==> src/design/pss_regs.svh <==
`ifndef PSS_REGS_SVH
`define PSS_REGS_SVH

`define PSS_NRES        8
`define PSS_NSRC        10

`define PSS_CTRL_OFS    8'h00
`define PSS_OFFCFG_OFS  8'h04
`define PSS_WDOG_OFS    8'h08
`define PSS_SLPASN_OFS  8'h0C
`define PSS_DIRASN_OFS  8'h10
`define PSS_MODE_OFS    8'h14
`define PSS_STAT_OFS    8'h18

`define PSS_C_DLY       1:0
`define PSS_C_DEVON     2
`define PSS_C_SWRST     3
`define PSS_C_SLPMSK    4
`define PSS_C_SLPPOL    5
`define PSS_C_DIRPOL    6
`define PSS_C_HOLDACK   7
`define PSS_C_ADCMSK    8
`define PSS_C_PDPOL     9
`define PSS_C_RIPOL     10
`define PSS_CTRL_W      11
`define PSS_CTRL_RST    11'h010

`define PSS_W_EN        0
`define PSS_W_LOCK      1
`define PSS_W_KICK      2
`define PSS_W_PER       7:4
`define PSS_WPER_RST    4'hF

`define PSS_LVL_RST     10'h2BF
`define PSS_ACT_RST     10'h000
`define PSS_MODE_RST    16'hFFFF
`define PSS_DLY_SRC     10'h217

`define PSS_CLK_NS      20
`define PSS_SEC_NS      1_000_000_000
`define PSS_SEC_CYC     (`PSS_SEC_NS / `PSS_CLK_NS)

`endif

==> src/design/pss_pkg.sv <==
package pss_pkg;

	typedef enum logic [2:0] {
		ST_OFF,
		ST_OFF_TO_ACTIVE_SEQ,
		ST_ACTIVE,
		ST_ACTIVE_TO_SLEEP_SEQ,
		ST_SLEEP,
		ST_SLEEP_TO_ACTIVE_SEQ,
		ST_TO_OFF
	} pss_state_t;

	typedef enum logic [2:0] {
		SQ_NONE,
		SQ_OFF_TO_ACTIVE_SEQ,
		SQ_ACTIVE_TO_OFF_SEQ,
		SQ_ACTIVE_TO_SLEEP_SEQ,
		SQ_SLEEP_TO_ACTIVE_SEQ,
		SQ_SLEEP_TO_OFF_SEQ
	} pss_seq_t;

endpackage

==> src/design/pss_power_ctl.sv <==
// Behaviour
// - OFF requests outrank all other requests; only the ADC shutdown event can be masked.
// - OFF completes despite SLEEP or ON; ON served only once OFF sources clear.
// - One switch-off delay of 0, 1, 2 or 4 seconds shared by delayed sources.
// - Reaching OFF applies the configured full or partial register reset.
// - Each OFF source selects shutdown or cold restart.
// - Shutdown runs sleep-to-off or active-to-off, then stays OFF.
// - Cold restart goes OFF, then off-to-active unless ON is gated.
// - Watchdog off after reset; software may enable, then lock against changes.
// - Device-on bit and hold pin switch off only when neither keeps alive.
// - SLEEP request starts active-to-sleep only with no unmasked interrupt pending.
// - WAKE comes only from an interrupt, the sleep pin going inactive or the sleep mask bit being set.
// - WAKE acts only in SLEEP, starting sleep-to-active; sleep-to-off comes from OFF requests.
// - Each resource's active and sleep behaviour comes from its own settings.
// - Sleep-pin resources change mode through the sequenced transitions.
// - Direct-pin resources change mode at once when that pin changes.
// - Resources on both pins sleep only when the direct pin is inactive and the sleep sequence has completed.
// - Both pin polarities configurable; defaults direct high, sleep pin low.
// - All direct-pin-only resources switch together.
// - Sleep-pin-only resources switch together when the sleep sequence completes.
// - Resources on neither pin never sleep.
// - ON powers up only without low supply, overtemperature, power-down or reset.
// - In hold acknowledge mode the hold pin falling low is an OFF request.
`timescale 1ns/1ps
`default_nettype none
`include "pss_regs.svh"

module pss_power_ctl #(
	parameter int unsigned SEC_CYCLES = `PSS_SEC_CYC
) (
	input  wire logic                hclk,
	input  wire logic                hresetn,
	input  wire logic                hsel,
	input  wire logic [31:0]         haddr,
	input  wire logic [1:0]          htrans,
	input  wire logic                hwrite,
	input  wire logic [2:0]          hsize,
	input  wire logic [31:0]         hwdata,
	input  wire logic                hready,
	output logic                     hreadyout,
	output logic [31:0]              hrdata,
	output logic                     hresp,
	input  wire logic                on_request,
	input  wire logic                power_button_in,
	input  wire logic                power_down_in,
	input  wire logic                reset_in,
	input  wire logic                thermal_shutdown,
	input  wire logic                supply_low_event,
	input  wire logic                adc_shutdown_event,
	input  wire logic                hold_power_in,
	input  wire logic                sleep_request_n,
	input  wire logic                direct_mode_ctl,
	input  wire logic                supply_below_high,
	input  wire logic                die_overtemp,
	input  wire logic                irq_pending,
	input  wire logic                irq_wake,
	input  wire logic                seq_done,
	output logic                     seq_start,
	output pss_pkg::pss_seq_t        seq_sel,
	output pss_pkg::pss_state_t      power_state,
	output logic [`PSS_NRES-1:0]     res_sleep,
	output logic [`PSS_NRES-1:0]     res_on,
	output logic                     full_register_reset,
	output logic                     partial_register_reset
);
	import pss_pkg::*;

	pss_state_t                state_r;
	pss_seq_t                  seq_sel_r;
	logic                      seq_start_r;
	logic                      wr_pend_r;
	logic [7:0]                wa_r;
	logic [31:0]               rdata_r;
	logic [31:0]               rdata_nxt;
	logic                      wr;
	logic [`PSS_CTRL_W-1:0]    ctrl_r;
	logic [`PSS_NSRC-1:0]      lvl_r;
	logic [`PSS_NSRC-1:0]      act_r;
	logic                      wd_en_r;
	logic                      wd_lock_r;
	logic [3:0]                wd_per_r;
	logic [3:0]                wd_sec_r;
	logic [`PSS_NRES-1:0]      slp_asn_r;
	logic [`PSS_NRES-1:0]      dir_asn_r;
	logic [`PSS_NRES-1:0]      act_on_r;
	logic [`PSS_NRES-1:0]      slp_on_r;
	logic [31:0]               sec_cnt_r;
	logic                      sec_tick;
	logic [31:0]               dly_cyc_r;
	logic [31:0]               dly_target;
	logic [2:0]                dly_sec;
	logic                      dly_done;
	logic [`PSS_NSRC-1:0]      src;
	logic [`PSS_NSRC-1:0]      pend_r;
	logic [`PSS_NSRC-1:0]      fire_vec;
	logic [3:0]                win_idx;
	logic [3:0]                off_src_r;
	logic                      off_fire;
	logic                      running;
	logic                      keep_live;
	logic                      keep_seen_r;
	logic                      keep_drop;
	logic                      wd_expire;
	logic                      on_gated;
	logic                      sleep_act;
	logic                      dir_act;
	logic                      wake;
	logic                      seq_slp_r;
	logic                      restart_r;
	logic                      full_lvl_r;
	logic                      reg_full_r;
	logic                      reg_part_r;

	// Zero wait state slave, always OKAY
	assign hreadyout = 1'b1;
	assign hresp     = 1'b0;
	assign hrdata    = rdata_r;
	assign wr        = wr_pend_r;

	always_ff @(posedge hclk or negedge hresetn)
	begin
		if (!hresetn)
		begin
			wr_pend_r <= 1'b0;
			wa_r      <= 8'h00;
			rdata_r   <= 32'h0000_0000;
		end
		else if (hsel && hready && htrans[1])
		begin
			wr_pend_r <= hwrite;
			wa_r      <= haddr[7:0];
			rdata_r   <= hwrite ? 32'h0000_0000 : rdata_nxt;
		end
		else
			wr_pend_r <= 1'b0;
	end

	always_comb
	begin
		rdata_nxt = 32'h0000_0000;
		case (haddr[7:0])
			`PSS_CTRL_OFS:   rdata_nxt = {21'h0, ctrl_r};
			`PSS_OFFCFG_OFS: rdata_nxt = {6'h0, act_r, 6'h0, lvl_r};
			`PSS_WDOG_OFS:   rdata_nxt = {24'h0, wd_per_r, 2'b00, wd_lock_r, wd_en_r};
			`PSS_SLPASN_OFS: rdata_nxt = {24'h0, slp_asn_r};
			`PSS_DIRASN_OFS: rdata_nxt = {24'h0, dir_asn_r};
			`PSS_MODE_OFS:   rdata_nxt = {16'h0, slp_on_r, act_on_r};
			`PSS_STAT_OFS:
				rdata_nxt = {6'h0, pend_r, res_sleep, off_src_r, seq_slp_r, state_r};
			default:         rdata_nxt = 32'h0000_0000;
		endcase
	end

	// Control bits; the register reset chosen at OFF arrival also lands here
	always_ff @(posedge hclk or negedge hresetn)
	begin
		if (!hresetn)
			ctrl_r <= `PSS_CTRL_RST;
		else if (reg_full_r)
			ctrl_r <= `PSS_CTRL_RST;
		else
		begin
			if (wr && wa_r == `PSS_CTRL_OFS)
				ctrl_r <= hwdata[`PSS_CTRL_W-1:0];
			if (reg_part_r)
			begin
				ctrl_r[`PSS_C_DEVON] <= 1'b0;
				ctrl_r[`PSS_C_SWRST] <= 1'b0;
			end
		end
	end

	always_ff @(posedge hclk or negedge hresetn)
	begin
		if (!hresetn)
		begin
			lvl_r     <= `PSS_LVL_RST;
			act_r     <= `PSS_ACT_RST;
			slp_asn_r <= '0;
			dir_asn_r <= '0;
			{slp_on_r, act_on_r} <= `PSS_MODE_RST;
		end
		else if (reg_full_r)
		begin
			lvl_r     <= `PSS_LVL_RST;
			act_r     <= `PSS_ACT_RST;
			slp_asn_r <= '0;
			dir_asn_r <= '0;
			{slp_on_r, act_on_r} <= `PSS_MODE_RST;
		end
		else if (wr)
		begin
			case (wa_r)
				`PSS_OFFCFG_OFS:
				begin
					lvl_r <= hwdata[`PSS_NSRC-1:0];
					act_r <= hwdata[`PSS_NSRC+15:16];
				end
				`PSS_SLPASN_OFS: slp_asn_r <= hwdata[`PSS_NRES-1:0];
				`PSS_DIRASN_OFS: dir_asn_r <= hwdata[`PSS_NRES-1:0];
				`PSS_MODE_OFS:   {slp_on_r, act_on_r} <= hwdata[15:0];
				default:         ;
			endcase
		end
	end

	// Watchdog: once locked only a kick gets through
	always_ff @(posedge hclk or negedge hresetn)
	begin
		if (!hresetn)
		begin
			wd_en_r   <= 1'b0;
			wd_lock_r <= 1'b0;
			wd_per_r  <= `PSS_WPER_RST;
		end
		else if (reg_full_r)
		begin
			wd_en_r   <= 1'b0;
			wd_lock_r <= 1'b0;
			wd_per_r  <= `PSS_WPER_RST;
		end
		else if (wr && wa_r == `PSS_WDOG_OFS && !wd_lock_r)
		begin
			wd_en_r   <= hwdata[`PSS_W_EN];
			wd_lock_r <= hwdata[`PSS_W_LOCK];
			wd_per_r  <= hwdata[`PSS_W_PER];
		end
	end

	assign sec_tick = (sec_cnt_r == SEC_CYCLES - 1);

	always_ff @(posedge hclk or negedge hresetn)
	begin
		if (!hresetn)
			sec_cnt_r <= 32'h0000_0000;
		else if (sec_tick)
			sec_cnt_r <= 32'h0000_0000;
		else
			sec_cnt_r <= sec_cnt_r + 32'h0000_0001;
	end

	assign running   = (state_r != ST_OFF);
	assign wd_expire = wd_en_r && running && (wd_sec_r == wd_per_r);

	always_ff @(posedge hclk or negedge hresetn)
	begin
		if (!hresetn)
			wd_sec_r <= 4'h0;
		else if (!wd_en_r || !running || (wr && wa_r == `PSS_WDOG_OFS && hwdata[`PSS_W_KICK]))
			wd_sec_r <= 4'h0;
		else if (sec_tick && !wd_expire)
			wd_sec_r <= wd_sec_r + 4'h1;
	end

	// Keep-alive: device-on bit or, in acknowledge mode, the hold pin
	assign keep_live = ctrl_r[`PSS_C_DEVON] | (ctrl_r[`PSS_C_HOLDACK] & hold_power_in);
	assign keep_drop = keep_seen_r & ~keep_live;

	always_ff @(posedge hclk or negedge hresetn)
	begin
		if (!hresetn)
			keep_seen_r <= 1'b0;
		else if (!running)
			keep_seen_r <= 1'b0;
		else if (state_r == ST_ACTIVE && keep_live)
			keep_seen_r <= 1'b1;
	end

	always_comb
	begin
		src    = '0;
		src[0] = power_button_in;
		src[1] = power_down_in ^ ctrl_r[`PSS_C_PDPOL];
		src[2] = wd_expire;
		src[3] = thermal_shutdown;
		src[4] = reset_in ^ ctrl_r[`PSS_C_RIPOL];
		src[5] = ctrl_r[`PSS_C_SWRST];
		src[6] = keep_drop & ~ctrl_r[`PSS_C_HOLDACK];
		src[7] = supply_low_event;
		src[8] = keep_drop & ctrl_r[`PSS_C_HOLDACK];
		src[9] = adc_shutdown_event & ~ctrl_r[`PSS_C_ADCMSK];
	end

	// Latched so a short pulse still completes its delay
	always_ff @(posedge hclk or negedge hresetn)
	begin
		if (!hresetn)
			pend_r <= '0;
		else if (!running)
			pend_r <= '0;
		else
			pend_r <= pend_r | src;
	end

	always_comb
	begin
		case (ctrl_r[`PSS_C_DLY])
			2'd0:    dly_sec = 3'd0;
			2'd1:    dly_sec = 3'd1;
			2'd2:    dly_sec = 3'd2;
			default: dly_sec = 3'd4;
		endcase
	end

	assign dly_target = 32'(SEC_CYCLES * 32'(dly_sec));
	assign dly_done   = (dly_cyc_r >= dly_target);

	always_ff @(posedge hclk or negedge hresetn)
	begin
		if (!hresetn)
			dly_cyc_r <= 32'h0000_0000;
		else if (!running || !(|(pend_r & `PSS_DLY_SRC)))
			dly_cyc_r <= 32'h0000_0000;
		else if (!dly_done)
			dly_cyc_r <= dly_cyc_r + 32'h0000_0001;
	end

	// Immediate sources bypass the shared delay
	always_comb
	begin
		if (|(pend_r & ~`PSS_DLY_SRC))
			fire_vec = pend_r & ~`PSS_DLY_SRC;
		else if (dly_done)
			fire_vec = pend_r & `PSS_DLY_SRC;
		else
			fire_vec = '0;
	end

	assign off_fire = |fire_vec;

	always_comb
	begin
		win_idx = 4'h0;
		for (int i = `PSS_NSRC - 1; i >= 0; i--)
			if (fire_vec[i])
				win_idx = 4'(i);
	end

	assign on_gated  = supply_below_high | die_overtemp | src[1] | src[4];
	assign dir_act   = direct_mode_ctl ^ ctrl_r[`PSS_C_DIRPOL];
	assign sleep_act = ~ctrl_r[`PSS_C_SLPMSK] &
	                   (sleep_request_n == ctrl_r[`PSS_C_SLPPOL]);
	assign wake      = irq_wake | ~sleep_act;

	always_ff @(posedge hclk or negedge hresetn)
	begin
		if (!hresetn)
		begin
			state_r     <= ST_OFF;
			seq_sel_r   <= SQ_NONE;
			seq_start_r <= 1'b0;
			restart_r   <= 1'b0;
			full_lvl_r  <= 1'b0;
			off_src_r   <= 4'h0;
			reg_full_r  <= 1'b0;
			reg_part_r  <= 1'b0;
		end
		else
		begin
			seq_start_r <= 1'b0;
			reg_full_r  <= 1'b0;
			reg_part_r  <= 1'b0;
			if ((state_r == ST_ACTIVE || state_r == ST_SLEEP) && off_fire)
			begin
				state_r     <= ST_TO_OFF;
				seq_start_r <= 1'b1;
				seq_sel_r   <= (state_r == ST_SLEEP) ? SQ_SLEEP_TO_OFF_SEQ : SQ_ACTIVE_TO_OFF_SEQ;
				restart_r   <= act_r[win_idx];
				full_lvl_r  <= lvl_r[win_idx];
				off_src_r   <= win_idx;
			end
			else
			begin
				case (state_r)
					ST_OFF:
						// Live OFF sources hold the device down
						if (!(|src) && !on_gated && (on_request || restart_r))
						begin
							state_r     <= ST_OFF_TO_ACTIVE_SEQ;
							seq_start_r <= 1'b1;
							seq_sel_r   <= SQ_OFF_TO_ACTIVE_SEQ;
							restart_r   <= 1'b0;
						end
					ST_OFF_TO_ACTIVE_SEQ, ST_SLEEP_TO_ACTIVE_SEQ:
						if (seq_done)
							state_r <= ST_ACTIVE;
					ST_ACTIVE:
						if (sleep_act && !irq_pending)
						begin
							state_r     <= ST_ACTIVE_TO_SLEEP_SEQ;
							seq_start_r <= 1'b1;
							seq_sel_r   <= SQ_ACTIVE_TO_SLEEP_SEQ;
						end
					ST_ACTIVE_TO_SLEEP_SEQ:
						if (seq_done)
							state_r <= ST_SLEEP;
					ST_SLEEP:
						if (wake)
						begin
							state_r     <= ST_SLEEP_TO_ACTIVE_SEQ;
							seq_start_r <= 1'b1;
							seq_sel_r   <= SQ_SLEEP_TO_ACTIVE_SEQ;
						end
					ST_TO_OFF:
						if (seq_done)
						begin
							state_r    <= ST_OFF;
							reg_full_r <= full_lvl_r;
							reg_part_r <= ~full_lvl_r;
						end
					default:
						state_r <= ST_OFF;
				endcase
			end
		end
	end

	// Sequenced sleep flag flips only on the controller's own transitions
	always_ff @(posedge hclk or negedge hresetn)
	begin
		if (!hresetn)
			seq_slp_r <= 1'b0;
		else if (!running)
			seq_slp_r <= 1'b0;
		else if (state_r == ST_ACTIVE_TO_SLEEP_SEQ && seq_done)
			seq_slp_r <= 1'b1;
		else if (state_r == ST_SLEEP && !off_fire && wake)
			seq_slp_r <= 1'b0;
	end

	// Sleep-pin-only resources all follow the sequenced sleep flag together
	wire logic [`PSS_NRES-1:0]  sl_vec;

	for (genvar g = 0; g < `PSS_NRES; g++)
	begin : g_res
		logic sl;
		always_comb
		begin
			case ({dir_asn_r[g], slp_asn_r[g]})
				2'b00:   sl = 1'b0;
				2'b01:   sl = seq_slp_r;
				2'b10:   sl = ~dir_act;
				default: sl = seq_slp_r & ~dir_act;
			endcase
		end
		assign sl_vec[g] = sl;
	end

	// One process owns both vectors; per-bit processes would split the drivers
	always_ff @(posedge hclk or negedge hresetn)
	begin
		if (!hresetn)
		begin
			res_sleep <= '0;
			res_on    <= '0;
		end
		else
		begin
			res_sleep <= sl_vec;
			res_on    <= {`PSS_NRES{running}} &
			             ((sl_vec & slp_on_r) | (~sl_vec & act_on_r));
		end
	end

	assign seq_start              = seq_start_r;
	assign seq_sel                = seq_sel_r;
	assign power_state            = state_r;
	assign full_register_reset    = reg_full_r;
	assign partial_register_reset = reg_part_r;

endmodule // pss_power_ctl

`default_nettype wire

==> config.mk <==
export PLATFORM = sky130hd
export DESIGN_NAME = pss_power_ctl
export DESIGN_NICKNAME = d
export VERILOG_FILES = /design/src/design/pss_pkg.sv /design/src/design/pss_power_ctl.sv
export VERILOG_INCLUDE_DIRS = /design/src /design/src/design
export SDC_FILE = /design/constraint.sdc
export NUM_CORES = 1
export LEC_CHECK = 0
export BUFFER_PORTS_ARGS = -buffer_cell sky130_fd_sc_hd__buf_2
export CORE_UTILIZATION = 35
export DETAILED_ROUTE_END_ITERATION = 10
export HOLD_SLACK_MARGIN = 0.06
export REMOVE_ABC_BUFFERS = 1
export SLEW_MARGIN = 10
export SYNTH_ARGS = -nofsm -noshare
export SYNTH_HDL_FRONTEND = slang
export SYNTH_SLANG_ARGS = --single-unit
export TNS_END_PERCENT = 5
==> constraint.sdc <==
create_clock -name hclk -period 4.2 [get_ports hclk]
set_input_delay 0.84 -clock hclk [delete_from_list [all_inputs] [get_ports hclk]]
set_output_delay 0.84 -clock hclk [all_outputs]
set_load 0.02 [all_outputs]
-- Word level (Yosys, flattened, before mapping)
Cells that the tools add are included.
- bits in writable memories: 0
- bits in latches: 0
- register bits: 221
- output and inout bits: 59
- bits of input ports: 89
- bits in read-only memories: 0
- memories kept: 0
- word-level logic and storage cells: 271
- equality and inequality tests: 47
- bitwise logic cells: 28
- add/sub/neg operators: 3
- $lt $le $gt $ge: 2
- divide/modulo/power cells: 0
- shift-type cells: 0
- mux-type cells: 92
- reduce and logical (&&, ||, !) cells: 68
- multiply operators: 1
- operators by type and width (cell ; count):
    $pmux 26 s7 ; 1
    $mux 32 ; 4
    $mux 8 ; 12
    $mux 10 ; 9
    $add 32x1->32 const B ; 2
    $mux 4 ; 14
    $eq 8x5->1 const B ; 5
    $eq 32x26->1 const B ; 1
    $eq 8x4->1 const B ; 4
    $ge 32x29->1 ; 1
    $mux 3 ; 10
    $pmux 1 s3 ; 9
    $mux 1 ; 25
    $and 8x8->8 ; 3
    $mul 19x3->22 const A ; 1
    $mux 11 ; 2
    $reduce_bool 2->1 ; 10
    $reduce_or 10->1 ; 2
    $eq 2x1->1 const B ; 9
    $eq 2x2->1 const B ; 9
    $logic_not 2->1 ; 9
    $pmux 3 s3 ; 2
    $pmux 3 s6 ; 1
    $logic_and 1x1->1 ; 17
    other kinds (32) ; 79

-- Logic depth before layout (Yosys ltp)
- depth in word-level cells: 19
- gate-level depth with buffers: 16

-- Worst setup path after synthesis
OpenSTA, ideal clock, no wires.
- path type: register to register
- from: register ctrl_r[1]
- to: register restart_r
- setup slack: 0.673 ns
- library setup time: 0.138 ns
- clock period less this slack: 3.527 ns
- stages on the path, launching flop included: 16
- arrival time: 3.389 ns
- path buffers: 1
- path through: dfrtp_1 -> inv_1 -> ha_1 -> inv_1 -> maj3_1 -> ha_1 -> a21oi_1 -> nor3_1 -> nor3_1 -> a31oi_4 -> or2_2 -> buf_2 -> a311o_2 -> nand3b_1 -> a22oi_1 -> o31ai_1
- cells in the longest elaborated chain, start to end: 19
- RTL lines (element ; RTL line ; text):
    start: declaration ; pss_power_ctl.sv:76 ; logic [`PSS_CTRL_W-1:0] ctrl_r;
    start signal: assignment ; pss_power_ctl.sv:158 ; ctrl_r <= `PSS_CTRL_RST;
    start signal: assignment ; pss_power_ctl.sv:160 ; ctrl_r <= `PSS_CTRL_RST;
    start signal: assignment ; pss_power_ctl.sv:164 ; ctrl_r <= hwdata[`PSS_CTRL_W-1:0];
    $eq 2x2->1, or another cell as far along ; pss_power_ctl.sv:297 ; case (ctrl_r[`PSS_C_DLY])
    $pmux 3 s3 * ; pss_power_ctl.sv:297 ;
    $mul 19x3->22 * ; pss_power_ctl.sv:305 ; assign dly_target = 32'(SEC_CYCLES * 32'(dly_sec));
    $ge 32x29->1 * ; pss_power_ctl.sv:306 ; assign dly_done = (dly_cyc_r >= dly_target);
    $mux 10 * ; pss_power_ctl.sv:323 ; else if (dly_done)
    $mux 10 * ; pss_power_ctl.sv:321 ; if (|(pend_r & ~`PSS_DLY_SRC))
    $mux 4 (10 in a row) ; pss_power_ctl.sv:335 ; if (fire_vec[i])
    $bmux 1 s4 ; pss_power_ctl.sv:368 ; restart_r <= act_r[win_idx];
    $mux 1 (implied by the code) ; pss_power_ctl.sv:368 ;
    $mux 1 ; pss_power_ctl.sv:363 ; if ((state_r == ST_ACTIVE || state_r == ST_SLEEP) && off_fire)
    end signal: assignment ; pss_power_ctl.sv:368 ;
    end: declaration ; pss_power_ctl.sv:109 ; logic restart_r;
Every way passes the cells marked *; elsewhere a longest branch is shown, timed or not. The select of a mux whose other input is x is not followed.
A chain may end at the register's enable or synchronous reset.

-- Final worst setup path
- from: register ctrl_r[1]
- to: register state_r[0] (netlist: power_state[0])
- cells in the longest elaborated chain, start to end: 10
- RTL lines (element ; RTL line ; text):
    $eq 2x2->1, or another cell as far along ; pss_power_ctl.sv:297 ;
    $pmux 3 s3 * ; pss_power_ctl.sv:297 ;
    $mul 19x3->22 * ; pss_power_ctl.sv:305 ;
    $ge 32x29->1 * ; pss_power_ctl.sv:306 ;
    $mux 10 * ; pss_power_ctl.sv:323 ;
    $mux 10 * ; pss_power_ctl.sv:321 ;
    $reduce_or 10->1 * ; pss_power_ctl.sv:329 ; assign off_fire = |fire_vec;
    $logic_and 1x1->1 * ; pss_power_ctl.sv:363 ;
    $ne 3x3->1 (no source line), or another cell as far along ; - ;
    $reduce_and 6->1 (no source line) ; - ;
    end signal: assignment ; pss_power_ctl.sv:349 ; state_r <= ST_OFF;
    end signal: assignment ; pss_power_ctl.sv:365 ; state_r <= ST_TO_OFF;
    end signal: assignment ; pss_power_ctl.sv:379 ; state_r <= ST_OFF_TO_ACTIVE_SEQ;
    end: declaration ; pss_power_ctl.sv:68 ; pss_state_t state_r;
Every way passes the cells marked *; elsewhere a longest branch is shown, timed or not.

==> impl_results.md <==
- Status: completed
- Post-synth top area cell: dfrtp_1
- Most frequent cells in the layout: dfrtp_1 (185), nand2_1 (146), nor2_1 (139)
- Final instance area: 12,700 um^2
- Compound-cell area share of the yosys netlist: 10.86%
- Main synth FF type: dfrtp_1
- XOR/XNOR Fraction of Synth Area: 5.452%
- Placement Cell Area: 11,800 um^2
- IO Port Bufs: 105
- Vias: 8,465
- GRT Total Usage: 19.16%
- Drt pass-1 iters: 5
- Finished Core Util: 42.39%
- Cell Count, Final, Fillers Out: 1,613
- Row count: 63
- Arr. time, crit path: 4.28 ns
- VDD IR max: 0.0002846 V
- Nets: 1,320
- Post-DP HPWL: 20,560 um
- CP required: 4.60 ns
- Routed WL: 29,460 um
- Routability congestion estimate: 0.8333
- Simple-Gate Fraction of Synth Area: 20.41%
- Post-Synth Adder-Cell Area: 3.441%
- Synth async-reset ratio: 100.0%
- Initial core utilization: 35.93%
- Synth-to-layout area growth: 17.97%
- CTS tree: yes
- Clock Tree Root: clkbuf_16
- Fraction of synthesized area in multiplexers: 6.382%
- Tcrit/Tclk final: 92.39%
- Iter 0 DRT Violations: 514
- Syn_area_per_cell: 9.847 um^2
- First-pass GRT wire length: 47,260 um
- Crit Path Class: reg -> reg
- Unique cell type count in the Yosys netlist: 68
- RSZ-0062 raised after global routing: no
- EDFF count, synth: 0
- Number of global-route vias before repair: 8,541
- Critical path launch point type: flip-flop
- F_max: 257.7 MHz
- Grt total ovfl: 0
- Final hold slack: 0.3096 ns
- Full die area: 31,460 um^2
- Final Skew: 0.01341 ns
- Synth warnings: 0
- Final setup vio count: 0
- Top-area cell type share of the netlist area: 43.25%
- Antenna Nets Post-Route: 0
- Slew Limit Headroom: 27.43%
- Critical path origin: ctrl_r[1]$_DFFE_PN0P_
- CP endpoint kind: flip-flop
- Final min period: 3.880 ns
- Final hold violations: 0
- Mapped cell area: 10,760 um^2
- Clock Sinks: 215
- Syn Inst Count: 1,093
- H-tree Lvls: 1
- Slew Limit Fails: 0
- I/O pin count: 148
- Synth area leaders: dfrtp_1 (43%), dfstp_2 (7.1%), nand2_1 (5.1%), mux2i_1 (5.0%), nor2_1 (4.9%)
- Clk_lat worst skew: 0.53 ns
- Post-CTS Setup Inserts: 0
- Reg2Reg Launch Point: ctrl_r[1]$_DFFE_PN0P_
- Fillers: 2,947
- CP Max Fanout: 9
- Post-synthesis sequential area ratio: 50.33%
- Leak: 5.808 nW
- Die X: 177.4 um
- CTS clk-pin slew, worst paths: 0.06 ns
- # DRC: 0
- Max-cap violations: 0
- Placed cell count: 1,566
- Commonest non-fill, non-tap cell in the layout: dfrtp_1
- Clock Path Buffers: 3
- Die height: 177.4 um
- Total core area: 29,950 um^2
- HP Class: in -> async
- Setup TNS: 0 ns
- Share of cells above drive strength 1: 19.15%
- Via-to-Cell Ratio: 5.248
- Largest net degree at the start of global routing: 95
- Routed wire length per instance: 18.27 um
- Initial antenna violation count: 1
- Worst-Margin Slew: 1.085 ns
- Main combinational cell family by area after synthesis: simple AND/OR/NAND/NOR gates
- TritonCTS Buffers: 25
- Yosys reg bits: 215
- Pwr Density: 490.9 nW/um^2
## path summary, 6_finish.rpt
check                      slack, ns  cells past startpoint                                to
setup / recovery                0.32                     14        power_state[0]$_DFFE_PN0P_
hold / removal                  0.31                      1               res_on[4]$_DFF_PN0_
setup reg to reg                0.32                     14        power_state[0]$_DFFE_PN0P_
hold reg to reg                 0.45                      1  partial_register_reset$_DFF_PN0_
max in group asynchronous       2.97                      2         dly_cyc_r[17]$_DFFE_PN0P_
min in group hclk               0.45                      1  partial_register_reset$_DFF_PN0_
## worst max-delay path, cell delays in order (launching register included)
cell,delay [ns]
dfrtp_1,0.46
inv_1,0.13
ha_1,0.23
inv_1,0.11
maj3_1,0.40
ha_1,0.31
nand2_1,0.05
or3_1,0.32
a211o_1,0.34
a31oi_4,0.25
nor2_4,0.12
o21bai_4,0.29
a21oi_4,0.14
a22o_1,0.25
a222oi_1,0.35
## state kept, by name, summed over array words and instances (netlist names), 3 cells and up
signal and flops:
dly_cyc_r 32, sec_cnt_r 32, hrdata 26, ctrl_r 11, act_r 10, lvl_r 10, pend_r 10, act_on_r 8
dir_asn_r 8, res_on 8, res_sleep 8, slp_asn_r 8, slp_on_r 8, wa_r 8, off_src_r 4, wd_per_r 4
wd_sec_r 4, power_state 3, seq_sel 3
## routing by layer
metal / part of all wire, % / track usage, % / wire length (um) / up-vias
met2: 47 / 30.76 / 13780 / 217
met1: 46 / 26.49 / 13460 / 4170
li1: - / - / - / 4026
met5: 0 / 0 / 0 / -
met3: 4.9 / 2.849 / 1456 / 52
met4: 2.6 / 6.161 / 766 / 0
## report_power, final
part / total [W] / switching (W) / internal [W] / leakage [nW]
Sequential: 0.00252 / 0.000242 / 0.00228 / 2.77
Clock: 0.00231 / 0.000881 / 0.00143 / 0.435
Combinational: 0.00141 / 0.000878 / 0.000527 / 2.60
## cells by family after synthesis
group,Yosys count
and+or+nand+nor,467
muxes,67
AOI/OAI and AO/OA,166
DFF,215
adders and majority gates,30
buffers and inverters,79
xor gates and xnor gates,67
other,2
## Yosys cell counts (15+ instances only)
cell type	count
clkbuf_1	40
nor2b_1	17
nand2_1	146
nand3b_1	25
nand4_1	15
nand3_1	34
nor2_1	140
dfrtp_1	186
ha_1	28
a22oi_1	29
dfstp_2	29
and3_1	16
inv_1	28
xor2_1	32
o21ai_0	33
nor3_1	34
xnor2_1	35
mux2i_1	54
a21oi_1	41
## per-stage QoR
| step | worst slack [ns] | total power (W) |
|---|---|---|
| final | 0.3195 | 0.006233 |
| after global routing | 0.08401 | 0.006541 |
| after CTS | 0.1779 | 0.006281 |
| after detailed placement | 0.1970 | 0.003951 |
| after global placement | 0.2412 | 0.003930 |
| after floorplan | 0.7447 | 0.003401 |
## timing repair
item,4_1_cts,5_1_grt
endpoints found under the setup margin,0,9
gates resized for setup,0,2
hold buffers,0,0
## area by class of cell
type / instances / area, um^2 / area share (%)
Antenna cell: 1 / 2.502 / 0.01971
Clock buffer: 35 / 713.2 / 5.617
Clock inverter: 11 / 162.7 / 1.281
Inverter: 28 / 105.1 / 0.8277
Multi-Input combinational cell: 805 / 5087 / 40.07
Sequential cell: 215 / 5418 / 42.67
Tap cell: 390 / 488.0 / 3.843
Timing Repair Buffer: 128 / 720.7 / 5.676
Power figures use the tool's default switching activity.
